<file path="config.mk">
export PLATFORM = sky130hd
export DESIGN_NAME = pdhdr_top
export DESIGN_NICKNAME = d
export VERILOG_FILES = /design/src/rtl/pdhdr_pkg.sv /design/src/rtl/pdhdr_top.sv
export SDC_FILE = /design/constraint.sdc
export NUM_CORES = 1
export LEC_CHECK = 0
export BUFFER_PORTS_ARGS = -buffer_cell sky130_fd_sc_hd__buf_2
export CORE_ASPECT_RATIO = 1.4
export CORE_UTILIZATION = 40
export DETAILED_ROUTE_END_ITERATION = 16
export PLACE_DENSITY_LB_ADDON = 0.3
export SYNTH_ARGS = -nofsm -noshare
export SYNTH_HDL_FRONTEND = slang
export SYNTH_SLANG_ARGS = --single-unit
</file>
<file path="constraint.sdc">
create_clock -name clk_i -period 5.7 [get_ports clk_i]
set_clock_uncertainty 0.05 [all_clocks]
set_input_delay 1.14 -clock clk_i [delete_from_list [all_inputs] [get_ports clk_i]]
set_output_delay 1.14 -clock clk_i [all_outputs]
set_load 0.005 [all_outputs]
</file>
<file path="src/rtl/pdhdr_pkg.sv">
// Function
// Extended flag is zero for control and data messages, one for extended ones.
// With extended clear, object count gives 32-bit objects; zero means control.
// Unchunked extended message: object count field is reserved, no length meaning.
// Full chunk carries count 7; short chunk padded, count includes extended header.
// Keep 3-bit message ID counter, cleared at power-on, Soft Reset and Hard Reset.
// Advance message ID only after the partner returns GoodCRC.
// Power role bit reports present role: one Source, zero Sink, SOP only.
// Source-only messages carry Source role; Sink-only messages carry Sink role.
// In role swaps, initial Source marks PS_RDY Sink; initial Sink later marks Source.
// GoodCRC answering the swap PS_RDY still carries the Sink role.
// Received power role bit is never checked and never triggers recovery.
// Revision codes 00b 1.0, 01b 2.0, 10b 3.0; 11b never transmitted.
// All transmitted messages carry one consistent revision value; code uses one for SOP and another for SOP'/SOP''.
// Operation is possible at every revision from 2.0 upward.
// Learn partner revision from Source_Capabilities or Request; keep agreed until detach.
// Cable plug talk uses 2.0 before contract, lowest common revision after.
// Cable plug follows port revision but reports its own highest revision.
// Cable plug uses one revision for SOP' and SOP''; both plugs match.
// Data role bit: one DFP, zero UFP; zero in every non-SOP packet.
// Received non-GoodCRC with our own data role starts connector error recovery.
// After Hard Reset, attachment restores default data role from pull-down or pull-up.
// Port without USB data defaults to DFP as Source, UFP as Sink.
// In SOP' and SOP'' the power role bit flags cable plug origin instead.
// Message type sits in bits four to zero, decoded with count and extended flag.
// Header fields pack into one 16-bit word and unpack combinationally.
package pdhdr_pkg;

  // ****************************************
  // Register map and fields
  // ****************************************
  localparam logic [7:0] PDHDR_CTRL_OFS = 8'h00;
  localparam logic [7:0] PDHDR_REV_OFS = 8'h04;
  localparam logic [7:0] PDHDR_STAT_OFS = 8'h08;
  localparam logic [7:0] PDHDR_MSGID_OFS = 8'h0C;
  localparam int CTL_PROLE = 0;
  localparam int CTL_DROLE = 1;
  localparam int CTL_USBCOMM = 2;
  localparam int CTL_PULLUP = 3;
  localparam int CTL_CONTRACT = 4;
  localparam int CTL_SWAP = 5;
  localparam int CTL_ATTACH = 8;
  localparam int CTL_DETACH = 9;
  localparam int CTL_SOFTRST = 10;
  localparam int CTL_HARDRST = 11;

  // ****************************************
  // Header codes and reset values
  // ****************************************
  localparam logic [1:0] REV_10 = 2'h0;
  localparam logic [1:0] REV_20 = 2'h1;
  localparam logic [1:0] REV_30 = 2'h2;
  localparam logic [1:0] REV_RSVD = 2'h3;
  localparam logic [1:0] LOCAL_REV_RST = REV_30;
  localparam logic [1:0] PLUG_REV_RST = REV_20;
  localparam logic [1:0] SOP_P = 2'h0;
  localparam logic [1:0] SOP_PRIME = 2'h1;
  localparam logic [1:0] SOP_DPRIME = 2'h2;
  localparam logic [4:0] TYPE_GOODCRC = 5'h01;
  localparam logic [4:0] TYPE_GOTOMIN = 5'h02;
  localparam logic [2:0] CHUNK_FULL_NDO = 3'h7;
  localparam logic [5:0] EXT_HDR_BYTES = 6'h02;
  localparam logic [1:0] KIND_CTRL = 2'h0;
  localparam logic [1:0] KIND_DATA = 2'h1;
  localparam logic [1:0] KIND_EXT = 2'h2;

  // Field order matches the wire layout, so a cast packs or unpacks the header.
  typedef struct packed {
    logic ext;
    logic [2:0] ndo;
    logic [2:0] id;
    logic prole;
    logic [1:0] rev;
    logic drole;
    logic [4:0] mtype;
  } pdhdr_fields_t;

  typedef enum logic [2:0] {
    SW_IDLE = 3'b001,
    SW_ARMED = 3'b010,
    SW_GCRC = 3'b100
  } pdhdr_swap_t;

endpackage : pdhdr_pkg

</file>
<file path="src/rtl/pdhdr_top.sv">
`timescale 1ns/1ns
`default_nettype none
module pdhdr_top
  import pdhdr_pkg::*;
#(
  parameter logic [4:0] PING_TYPE = 5'h05,
  parameter logic [4:0] PSRDY_TYPE = 5'h06,
  parameter logic [4:0] SRCCAP_TYPE = 5'h01,
  parameter logic [4:0] REQUEST_TYPE = 5'h02
) (
  // Clock and reset.
  input wire logic clk_i,
  input wire logic sys_rst_i,
  // Wishbone classic slave.
  input wire logic wb_cyc_i,
  input wire logic wb_stb_i,
  input wire logic wb_we_i,
  input wire logic [7:0] wb_adr_i,
  input wire logic [3:0] wb_sel_i,
  input wire logic [31:0] wb_dat_i,
  output logic [31:0] wb_dat_o,
  output logic wb_ack_o,
  // Transmit request from the protocol layer.
  input wire logic tx_req_i,
  input wire logic [1:0] tx_sop_i,
  input wire logic [4:0] tx_type_i,
  input wire logic [2:0] tx_ndo_i,
  input wire logic tx_ext_i,
  input wire logic tx_chunked_i,
  input wire logic [4:0] tx_chunk_bytes_i,
  input wire logic tx_from_pe_i,
  output logic tx_valid_o,
  output logic [15:0] tx_hdr_o,
  // Partner acknowledge of our last message.
  input wire logic goodcrc_rx_i,
  input wire logic [1:0] goodcrc_sop_i,
  // Received header.
  input wire logic rx_valid_i,
  input wire logic [1:0] rx_sop_i,
  input wire logic [15:0] rx_hdr_i,
  output logic rx_valid_o,
  output var pdhdr_fields_t rx_fields_o,
  output logic [1:0] rx_kind_o,
  output logic rx_ndo_valid_o,
  output logic err_recovery_o
);

  // ****************************************
  // Helper functions
  // ****************************************

  // Lower of two revision codes.
  function automatic logic [1:0] rev_min(input logic [1:0] a, input logic [1:0] b);
    rev_min = (a < b) ? a : b;
  endfunction : rev_min

  // Keep a revision inside the range we can run: 2.0 up to 3.0, never the reserved code.
  function automatic logic [1:0] rev_legal(input logic [1:0] r);
    if (r == REV_RSVD) begin
      rev_legal = REV_30;
    end else if (r < REV_20) begin
      rev_legal = REV_20;
    end else begin
      rev_legal = r;
    end
  endfunction : rev_legal

  // ****************************************
  // State
  // ****************************************
  logic ack_ff;
  logic prole_ff;
  logic drole_ff;
  logic usbcomm_ff;
  logic pullup_ff;
  logic contract_ff;
  logic [1:0] local_rev_ff;
  logic [1:0] plug_rev_ff;
  logic [1:0] partner_rev_ff;
  logic partner_known_ff;
  logic [2:0] msgid_ff [3];
  logic [2:0] last_rx_id_ff [3];
  pdhdr_swap_t swap_ff;
  pdhdr_swap_t nxt_swap;
  logic nxt_prole;
  logic tx_valid_ff;
  logic [15:0] tx_hdr_ff;
  logic rx_valid_ff;
  pdhdr_fields_t rx_fields_ff;
  logic [1:0] rx_kind_ff;
  logic rx_ndo_valid_ff;
  logic err_ff;
  logic [31:0] rd_data_ff;

  // ****************************************
  // Bus decode
  // ****************************************

  // One access per request; ack drops the cycle after it was given.
  wire bus_req = wb_cyc_i && wb_stb_i && !ack_ff;
  wire bus_wr = bus_req && wb_we_i;
  wire hit_ctrl = (wb_adr_i == PDHDR_CTRL_OFS);
  wire hit_rev = (wb_adr_i == PDHDR_REV_OFS);
  wire wr_ctrl0 = bus_wr && hit_ctrl && wb_sel_i[0];
  wire wr_ctrl1 = bus_wr && hit_ctrl && wb_sel_i[1];
  wire wr_rev0 = bus_wr && hit_rev && wb_sel_i[0];
  wire attach_p = wr_ctrl1 && wb_dat_i[CTL_ATTACH];
  wire detach_p = wr_ctrl1 && wb_dat_i[CTL_DETACH];
  wire soft_rst_p = wr_ctrl1 && wb_dat_i[CTL_SOFTRST];
  wire hard_rst_p = wr_ctrl1 && wb_dat_i[CTL_HARDRST];
  wire swap_arm_p = wr_ctrl0 && wb_dat_i[CTL_SWAP];
  wire id_clear = soft_rst_p || hard_rst_p;

  // ****************************************
  // Revision selection
  // ****************************************

  // agreed revision
  wire [1:0] agreed_rev = partner_known_ff ? rev_min(local_rev_ff, partner_rev_ff) : local_rev_ff;
  // cable plug revision
  wire [1:0] plug_op_rev = contract_ff ? rev_min(agreed_rev, plug_rev_ff) : REV_20;
  // one revision per path
  wire [1:0] port_op_rev = contract_ff ? agreed_rev : local_rev_ff;

  // Read mux; unmapped offsets read zero and still get an ack.
  wire [31:0] rd_ctrl = {27'h0, contract_ff, pullup_ff, usbcomm_ff, drole_ff, prole_ff};
  wire [31:0] rd_rev = {28'h0, plug_rev_ff, local_rev_ff};
  wire [31:0] rd_stat = {20'h0, swap_ff, drole_ff, prole_ff, partner_known_ff, plug_op_rev,
                         agreed_rev, partner_rev_ff};
  wire [31:0] rd_msgid = {21'h0, msgid_ff[2], 1'b0, msgid_ff[1], 1'b0, msgid_ff[0]};
  logic [31:0] rd_mux;
  always_comb begin
    if (hit_ctrl) begin
      rd_mux = rd_ctrl;
    end else if (hit_rev) begin
      rd_mux = rd_rev;
    end else if (wb_adr_i == PDHDR_STAT_OFS) begin
      rd_mux = rd_stat;
    end else if (wb_adr_i == PDHDR_MSGID_OFS) begin
      rd_mux = rd_msgid;
    end else begin
      rd_mux = 32'h0;
    end
  end

  // Registered answer: ack and data come one edge after the request is seen.
  always_ff @(posedge clk_i) begin
    if (sys_rst_i) begin
      ack_ff <= 1'b0;
      rd_data_ff <= 32'h0;
    end else begin
      ack_ff <= bus_req;
      rd_data_ff <= bus_req ? rd_mux : 32'h0;
    end
  end

  // ****************************************
  // Transmit header assembly
  // ****************************************
  wire tx_sop = (tx_sop_i == SOP_P);
  wire tx_ctrl = !tx_ext_i && (tx_ndo_i == 3'h0);
  wire tx_data = !tx_ext_i && (tx_ndo_i != 3'h0);
  wire tx_gcrc = tx_ctrl && (tx_type_i == TYPE_GOODCRC);
  wire tx_psrdy = tx_ctrl && (tx_type_i == PSRDY_TYPE);
  wire [1:0] tx_sop_idx = (tx_sop_i == SOP_DPRIME) ? SOP_DPRIME : tx_sop_i;
  wire [5:0] chunk_sum = {1'b0, tx_chunk_bytes_i} + EXT_HDR_BYTES + 6'h03;
  wire [3:0] chunk_objs = chunk_sum[5:2];

  // chunk object count, capped at a full chunk
  wire [2:0] chunk_ndo = (chunk_objs > {1'b0, CHUNK_FULL_NDO}) ? CHUNK_FULL_NDO : chunk_objs[2:0];
  // unchunked extended leaves the count at zero
  wire [2:0] tx_ndo_f = tx_ext_i ? (tx_chunked_i ? chunk_ndo : 3'h0) : tx_ndo_i;

  // fixed roles for role-exclusive messages
  wire src_only = tx_ctrl && ((tx_type_i == TYPE_GOTOMIN) || (tx_type_i == PING_TYPE));
  wire snk_only = tx_data && (tx_type_i == REQUEST_TYPE);
  // initial Source marks its PS_RDY as Sink
  wire swap_src_psrdy = (swap_ff == SW_ARMED) && prole_ff && tx_psrdy && tx_from_pe_i;
  // protocol-layer GoodCRC after the flip still says Sink
  wire swap_gcrc = (swap_ff == SW_GCRC) && tx_gcrc && !tx_from_pe_i;
  logic tx_prole_bit;
  always_comb begin
    if (!tx_sop) begin
      // we are a port, never a cable plug
      tx_prole_bit = 1'b0;
    end else if (src_only) begin
      tx_prole_bit = 1'b1;
    end else if (snk_only || swap_src_psrdy || swap_gcrc) begin
      tx_prole_bit = 1'b0;
    end else begin
      // present power role
      tx_prole_bit = prole_ff;
    end
  end

  pdhdr_fields_t tx_f;
  always_comb begin
    // extended flag straight from the message class
    tx_f.ext = tx_ext_i;
    // object count
    tx_f.ndo = tx_ndo_f;
    // current counter, or the echoed ID for GoodCRC
    tx_f.id = tx_gcrc ? last_rx_id_ff[tx_sop_idx] : msgid_ff[tx_sop_idx];
    tx_f.prole = tx_prole_bit;
    // only legal codes reach the wire
    tx_f.rev = rev_legal(tx_sop ? port_op_rev : plug_op_rev);
    // data role only in SOP
    tx_f.drole = tx_sop ? drole_ff : 1'b0;
    // message type in the low five bits
    tx_f.mtype = tx_type_i;
  end

  // header word registered for the transmitter
  always_ff @(posedge clk_i) begin
    if (sys_rst_i) begin
      tx_valid_ff <= 1'b0;
      tx_hdr_ff <= 16'h0;
    end else begin
      tx_valid_ff <= tx_req_i;
      if (tx_req_i) begin
        tx_hdr_ff <= tx_f;
      end
    end
  end

  // ****************************************
  // Receive header split
  // ****************************************
  wire pdhdr_fields_t rx_f = rx_hdr_i;
  wire rx_sop = (rx_sop_i == SOP_P);
  wire [1:0] rx_sop_idx = (rx_sop_i == SOP_DPRIME) ? SOP_DPRIME : rx_sop_i;
  wire rx_ctrl = !rx_f.ext && (rx_f.ndo == 3'h0);
  wire rx_data = !rx_f.ext && (rx_f.ndo != 3'h0);
  wire rx_gcrc = rx_ctrl && (rx_f.mtype == TYPE_GOODCRC);
  wire rx_psrdy = rx_valid_i && rx_sop && rx_ctrl && (rx_f.mtype == PSRDY_TYPE);
  // the received power role is never used; our own role picks which capability message to learn from
  wire rx_caps = rx_valid_i && rx_sop && rx_data &&
                 (rx_f.mtype == (prole_ff ? REQUEST_TYPE : SRCCAP_TYPE));
  // same data role as ours, GoodCRC excepted
  wire rx_role_clash = rx_valid_i && rx_sop && !rx_gcrc && (rx_f.drole == drole_ff);

  always_ff @(posedge clk_i) begin
    if (sys_rst_i) begin
      rx_valid_ff <= 1'b0;
      rx_fields_ff <= '0;
      rx_kind_ff <= KIND_CTRL;
      rx_ndo_valid_ff <= 1'b0;
      err_ff <= 1'b0;
    end else begin
      rx_valid_ff <= rx_valid_i;
      err_ff <= rx_role_clash;
      if (rx_valid_i) begin
        rx_fields_ff <= rx_f;
        rx_kind_ff <= rx_f.ext ? KIND_EXT : (rx_ctrl ? KIND_CTRL : KIND_DATA);
        // extended count meaning depends on the chunk flag, not visible here
        rx_ndo_valid_ff <= !rx_f.ext;
      end
    end
  end

  // ****************************************
  // Message ID counters, one per packet type
  // ****************************************
  always_ff @(posedge clk_i) begin
    for (int i = 0; i < 3; i++) begin
      if (sys_rst_i || id_clear) begin
        // cleared at power-on, Soft Reset and Hard Reset
        msgid_ff[i] <= 3'h0;
        last_rx_id_ff[i] <= 3'h0;
      end else begin
        // advance on the partner's GoodCRC only
        if (goodcrc_rx_i && (goodcrc_sop_i == i[1:0])) begin
          msgid_ff[i] <= msgid_ff[i] + 3'h1;
        end
        if (rx_valid_i && !rx_gcrc && (rx_sop_idx == i[1:0])) begin
          last_rx_id_ff[i] <= rx_f.id;
        end
      end
    end
  end

  // ****************************************
  // Power role swap tracking
  // ****************************************
  always_comb begin
    nxt_swap = swap_ff;
    nxt_prole = (wr_ctrl0) ? wb_dat_i[CTL_PROLE] : prole_ff;
    case (swap_ff)
      SW_IDLE: begin
        if (swap_arm_p) begin
          nxt_swap = SW_ARMED;
        end
      end
      SW_ARMED: begin
        // role changes when PS_RDY goes out or comes in
        if (tx_req_i && swap_src_psrdy) begin
          nxt_prole = 1'b0;
          nxt_swap = SW_IDLE;
        end else if (!prole_ff && rx_psrdy) begin
          nxt_prole = 1'b1;
          nxt_swap = SW_GCRC;
        end
      end
      SW_GCRC: begin
        if (tx_req_i && swap_gcrc) begin
          nxt_swap = SW_IDLE;
        end
      end
      default: nxt_swap = SW_IDLE;
    endcase
  end

  // Hardware role change wins over a software write landing in the same cycle.
  always_ff @(posedge clk_i) begin
    if (sys_rst_i || hard_rst_p) begin
      swap_ff <= SW_IDLE;
      prole_ff <= 1'b0;
    end else begin
      swap_ff <= nxt_swap;
      prole_ff <= nxt_prole;
    end
  end

  // ****************************************
  // Data role, contract and revision registers
  // ****************************************

  // default data role from the pull presented
  wire drole_attach = usbcomm_ff ? pullup_ff : prole_ff;
  always_ff @(posedge clk_i) begin
    if (sys_rst_i) begin
      drole_ff <= 1'b0;
      usbcomm_ff <= 1'b1;
      pullup_ff <= 1'b0;
      contract_ff <= 1'b0;
      local_rev_ff <= LOCAL_REV_RST;
      plug_rev_ff <= PLUG_REV_RST;
    end else begin
      if (attach_p) begin
        // no USB data: Source gets DFP, Sink gets UFP
        drole_ff <= drole_attach;
      end else if (wr_ctrl0) begin
        drole_ff <= wb_dat_i[CTL_DROLE];
      end
      if (wr_ctrl0) begin
        usbcomm_ff <= wb_dat_i[CTL_USBCOMM];
        pullup_ff <= wb_dat_i[CTL_PULLUP];
      end
      if (detach_p || hard_rst_p) begin
        contract_ff <= 1'b0;
      end else if (wr_ctrl0) begin
        contract_ff <= wb_dat_i[CTL_CONTRACT];
      end
      if (wr_rev0) begin
        // never below 2.0
        local_rev_ff <= rev_legal(wb_dat_i[1:0]);
        plug_rev_ff <= rev_legal(wb_dat_i[3:2]);
      end
    end
  end

  // partner revision held until detach
  // A capability message landing with a detach write wins while no contract is held, so a fresh partner is not forgotten.
  always_ff @(posedge clk_i) begin
    if (sys_rst_i) begin
      partner_rev_ff <= REV_20;
      partner_known_ff <= 1'b0;
    end else if (rx_caps && !contract_ff) begin
      partner_rev_ff <= rev_legal(rx_f.rev);
      partner_known_ff <= 1'b1;
    end else if (detach_p) begin
      partner_rev_ff <= REV_20;
      partner_known_ff <= 1'b0;
    end
  end

  // ****************************************
  // Outputs
  // ****************************************
  assign wb_ack_o = ack_ff;
  assign wb_dat_o = rd_data_ff;
  assign tx_valid_o = tx_valid_ff;
  assign tx_hdr_o = tx_hdr_ff;
  assign rx_valid_o = rx_valid_ff;
  assign rx_fields_o = rx_fields_ff;
  assign rx_kind_o = rx_kind_ff;
  assign rx_ndo_valid_o = rx_ndo_valid_ff;
  assign err_recovery_o = err_ff;

  // ****************************************
  // Checks
  // ****************************************
  chk_ext_flag: assert property (@(posedge clk_i) disable iff (sys_rst_i)
    tx_req_i |=> tx_hdr_o[15] == $past(tx_ext_i)) else $error("extended flag mismatch");
  chk_ndo_plain: assert property (@(posedge clk_i) disable iff (sys_rst_i)
    tx_req_i && !tx_ext_i |=> tx_hdr_o[14:12] == $past(tx_ndo_i)) else $error("object count mismatch");
  chk_chunk_full: assert property (@(posedge clk_i) disable iff (sys_rst_i)
    tx_req_i && tx_ext_i && tx_chunked_i && tx_chunk_bytes_i == 5'h1A |=> tx_hdr_o[14:12] == 3'h7)
    else $error("full chunk count wrong");
  chk_id_clear: assert property (@(posedge clk_i) disable iff (sys_rst_i)
    id_clear |=> msgid_ff[0] == 3'h0 && msgid_ff[1] == 3'h0 && msgid_ff[2] == 3'h0)
    else $error("message id not cleared");
  chk_id_advance: assert property (@(posedge clk_i) disable iff (sys_rst_i)
    !id_clear && !(goodcrc_rx_i && goodcrc_sop_i == SOP_P) |=> $stable(msgid_ff[0]))
    else $error("message id moved without goodcrc");
  chk_rev_legal: assert property (@(posedge clk_i) disable iff (sys_rst_i)
    tx_valid_o |-> tx_hdr_o[7:6] != REV_RSVD && tx_hdr_o[7:6] != REV_10) else $error("illegal revision sent");
  chk_plug_rev: assert property (@(posedge clk_i) disable iff (sys_rst_i)
    tx_req_i && tx_sop_i != SOP_P && !contract_ff |=> tx_hdr_o[7:6] == REV_20)
    else $error("plug revision before contract");
  chk_gotomin_src: assert property (@(posedge clk_i) disable iff (sys_rst_i)
    tx_req_i && tx_sop && src_only |=> tx_hdr_o[8]) else $error("source-only message sent as sink");
  chk_drole_sop: assert property (@(posedge clk_i) disable iff (sys_rst_i)
    tx_req_i && tx_sop_i != SOP_P |=> !tx_hdr_o[5] && !tx_hdr_o[8]) else $error("role bits set off SOP");
  chk_err_recov: assert property (@(posedge clk_i) disable iff (sys_rst_i)
    rx_valid_i && rx_sop && !rx_gcrc && rx_hdr_i[5] == drole_ff |=> err_recovery_o)
    else $error("data role clash missed");

endmodule : pdhdr_top
`default_nettype wire

</file>
==> results.ini <==
[place]
port_buffers = 116
hpwl_mm = 7.24
pre_cts_ws_ns = 1.99
gp_congestion = 0.788

[synthesis]
synth_top_family_by_area = simple AND/OR/NAND/NOR gates
synthDistinctLibCells = 61
synthMuxAreaShare_pct = 10.7
async_reset_ff_share_pct = 0
synth_xor_area_share_pct = 0.870
yosysTopAreaCellShare_pct = 32.3
synth_cells = 428
syn_area_per_cell_um2 = 9.40
synth-simple-area-share_pct = 20.6
yosys.area_share.adder_pct = 2.18
syn_area_um2 = 4030
ys_seq_elements = 83
synth.area.top_cells = dfxtp_1 (32%), edfxtp_1 (13%), mux2i_1 (9.2%)
ys_seq_area_share_pct = 45.8
synth_compound_area_share_pct = 11.7
yosys_warnings = 0
synth_top_cell_by_area = dfxtp_1
synth_edf_count = 18
synth-main-ff-cell = dfxtp_1

[cells_and_area]
syn_to_final_growth_pct = 22.3
drive_gt1_share_pct = 26.6
utilization_pct = 50.0
multi_input_area_um2 = 1930
nFillCells = 950
ff_latch_area_um2 = 1840
nets = 630
num_antenna_cells = 0

[setup_path]
cp_data_required_time_ns = 5.63
worstSetupPathType = in -> reg
cp.arrival_ns = 3.26
crit_path_start_kind = primary input
crit_fanout = 18
endpoint_kind = flip-flop

[clock_tree]
ctsHoldBuffers = 0
cts_tree = built
clk_latency_ns = 0.33
clock-sinks = 83
clk_transition_reported_paths_ns = 0.06
cts_resized = 0
clock_path_buffers = 2
cts_inserted_buffers = 9
post_cts_buffers = 0
cts.htree.levels = 3
clock-root-buffer = clkbuf_16

[global_routing]
busiest_layer = met2
grt_pass1_wl_mm = 15.3
grt_antenna_before_repair = 0
grt_pass1_vias = 3192
overflow = 0
grt_use_met1_pct = 21.3
use_met3_pct = 4.98
grt_max_degree = 50
gr-usage-met2_pct = 34.3
grt_usage_pct = 19.2

[hold_path]
worstHoldPathType = reg -> reg

[route]
avgViaCountPerCell = 5.02
first_iter_violations = 146
finalWirelength_mm = 9.55
drc = 0
vias = 3381
ant_nets = 0
firstDrtPassIters = 4
avgRoutedWirePerCell_um = 14.2

[floorplanning]
ios = 161
core_area_um2 = 9850
initial_core_util_pct = 40.9
die_h_um = 121
core.rowCount = 43
fp.dieW_um = 86.8
die_area_um2 = 10500

[power]
p_leak_nw = 2.23
vdd_ir_drop_max_uv = 180
powerDensity_nw_per_um2 = 286

[run]
cap_violations = 0

[timing]
hold_viol = 0
fmax_ghz = 0.300
post-route-min-period_ns = 3.33
finalMaxSlewViolations = 0
holdWs_ns = 0.419
setup_ws_ns = 2.37
max_slew_margin_pct = 34.2
tightest_slew_ns = 0.986
fin_crit_sh_pct = 58.4
setup_tns_ns = 0
setup_viol = 0
rsz0062_at_grt = no

[status]
status = finished clean

-- area by class of cell --
| cell class | instances | area share, % |
|---|---|---|
| Tap cell | 135 | 3.43 |
| Timing Repair Buffer | 116 | 11.8 |
| Clock buffer | 11 | 5.13 |
| Multi-Input combinational cell | 303 | 39.2 |
| Sequential cell | 83 | 37.4 |
| Inverter | 20 | 1.53 |
| Clock inverter | 5 | 1.50 |
-- power breakdown --
group / switching (W) / leakage [nW] / internal, W
logic: 0.0000763 / 1.36 / 0.0000606
clock network: 0.000224 / 0.161 / 0.000405
registers: 0.0000146 / 0.714 / 0.000626
-- critical path, cell delays in order --
cell and delay [ns]:
buf_2 0.22, or4_4 0.53, nor4_2 0.55, a21oi_1 0.47
o21ai_0 0.34
-- worst paths after layout --
path	slack, ns	end	from	cells after the start
worst max-delay path	2.37	msgid_ff[2][0]$_SDFFCE_PN0P_	wb_adr_i[2]	5
worst min register to register	0.42	rx_ndo_valid_o$_SDFFE_PP0P_	rx_ndo_valid_o$_SDFFE_PP0P_	2
worst min-delay path	0.42	rx_ndo_valid_o$_SDFFE_PP0P_	rx_ndo_valid_o$_SDFFE_PP0P_	2
worst max register to register	3.40	msgid_ff[0][1]$_SDFFCE_PN0P_	wb_ack_o$_SDFF_PP0_	5
-- synth_stat cells (3+ instances only) --
library cell  count
a211oi_1          3
edfxtp_1         18
o21ai_0           7
ha_1              7
dfxtp_1          65
or3_1             3
nand4b_1          5
clkbuf_1         14
a31oi_1           9
inv_1            20
mux2i_1          37
nand2_1          24
a311oi_1          5
a21oi_1          19
xnor2_1           3
a21o_1            3
buf_4            21
nor2_1           70
and2_1            3
nand2b_1          5
nor3b_1           9
nand3_1           5
nor2b_1           7
nor4_1            4
nor3_1           12
a221oi_1          3
-- cell families after synthesis --
logic type / Yosys count
other cells: 1
flops: 83
compound gates: 67
mux: 41
fa+ha+maj: 7
xor+xnor: 4
buf+inv: 61
simple gates: 164
-- cell usage in the layout (no fill, tap or decap), types with 7 or more instances in the layout --
cell type | synthesis | routed
conb_1 | 1 | 20
a21oi_1 | 19 | 19
clkbuf_16 | 0 | 9
buf_2 | 2 | 116
nor3b_1 | 9 | 9
nor2_1 | 70 | 70
nand2_1 | 24 | 24
inv_1 | 20 | 20
nor2b_1 | 7 | 7
edfxtp_1 | 18 | 18
ha_1 | 7 | 7
a31oi_1 | 9 | 9
mux2i_1 | 37 | 37
o21ai_0 | 7 | 7
nor3_1 | 12 | 12
dfxtp_1 | 65 | 65
-- routing by layer --
layer / part of all wire (%) / vias up / routed length [µm]
met5: 0 / - / 0
met1: 40 / 1560 / 3860
met2: 52 / 118 / 4940
li1: - / 1685 / -
met4: 2.1 / 0 / 203
met3: 5.7 / 18 / 547
-- stage by stage --
step	total power [W]	std cells	instance area, µm²
2_1_floorplan	0.000738	447	4100
3_3_place_gp	0.000786	657	4600
5_1_grt	0.00146	673	4920
6_report	0.00141	673	4920
4_1_cts	0.00142	673	4920
3_5_place_dp	0.000790	657	4600
-- flip-flops by register name, indices dropped and copies added, names as in the netlist, 3 cells and up --
name,count
last_rx_id_ff,9
tx_hdr_o,16
wb_dat_o,12
swap_ff,3
rx_fields_o,16
msgid_ff,9
Note: power is estimated with default switching activity, not from simulation.
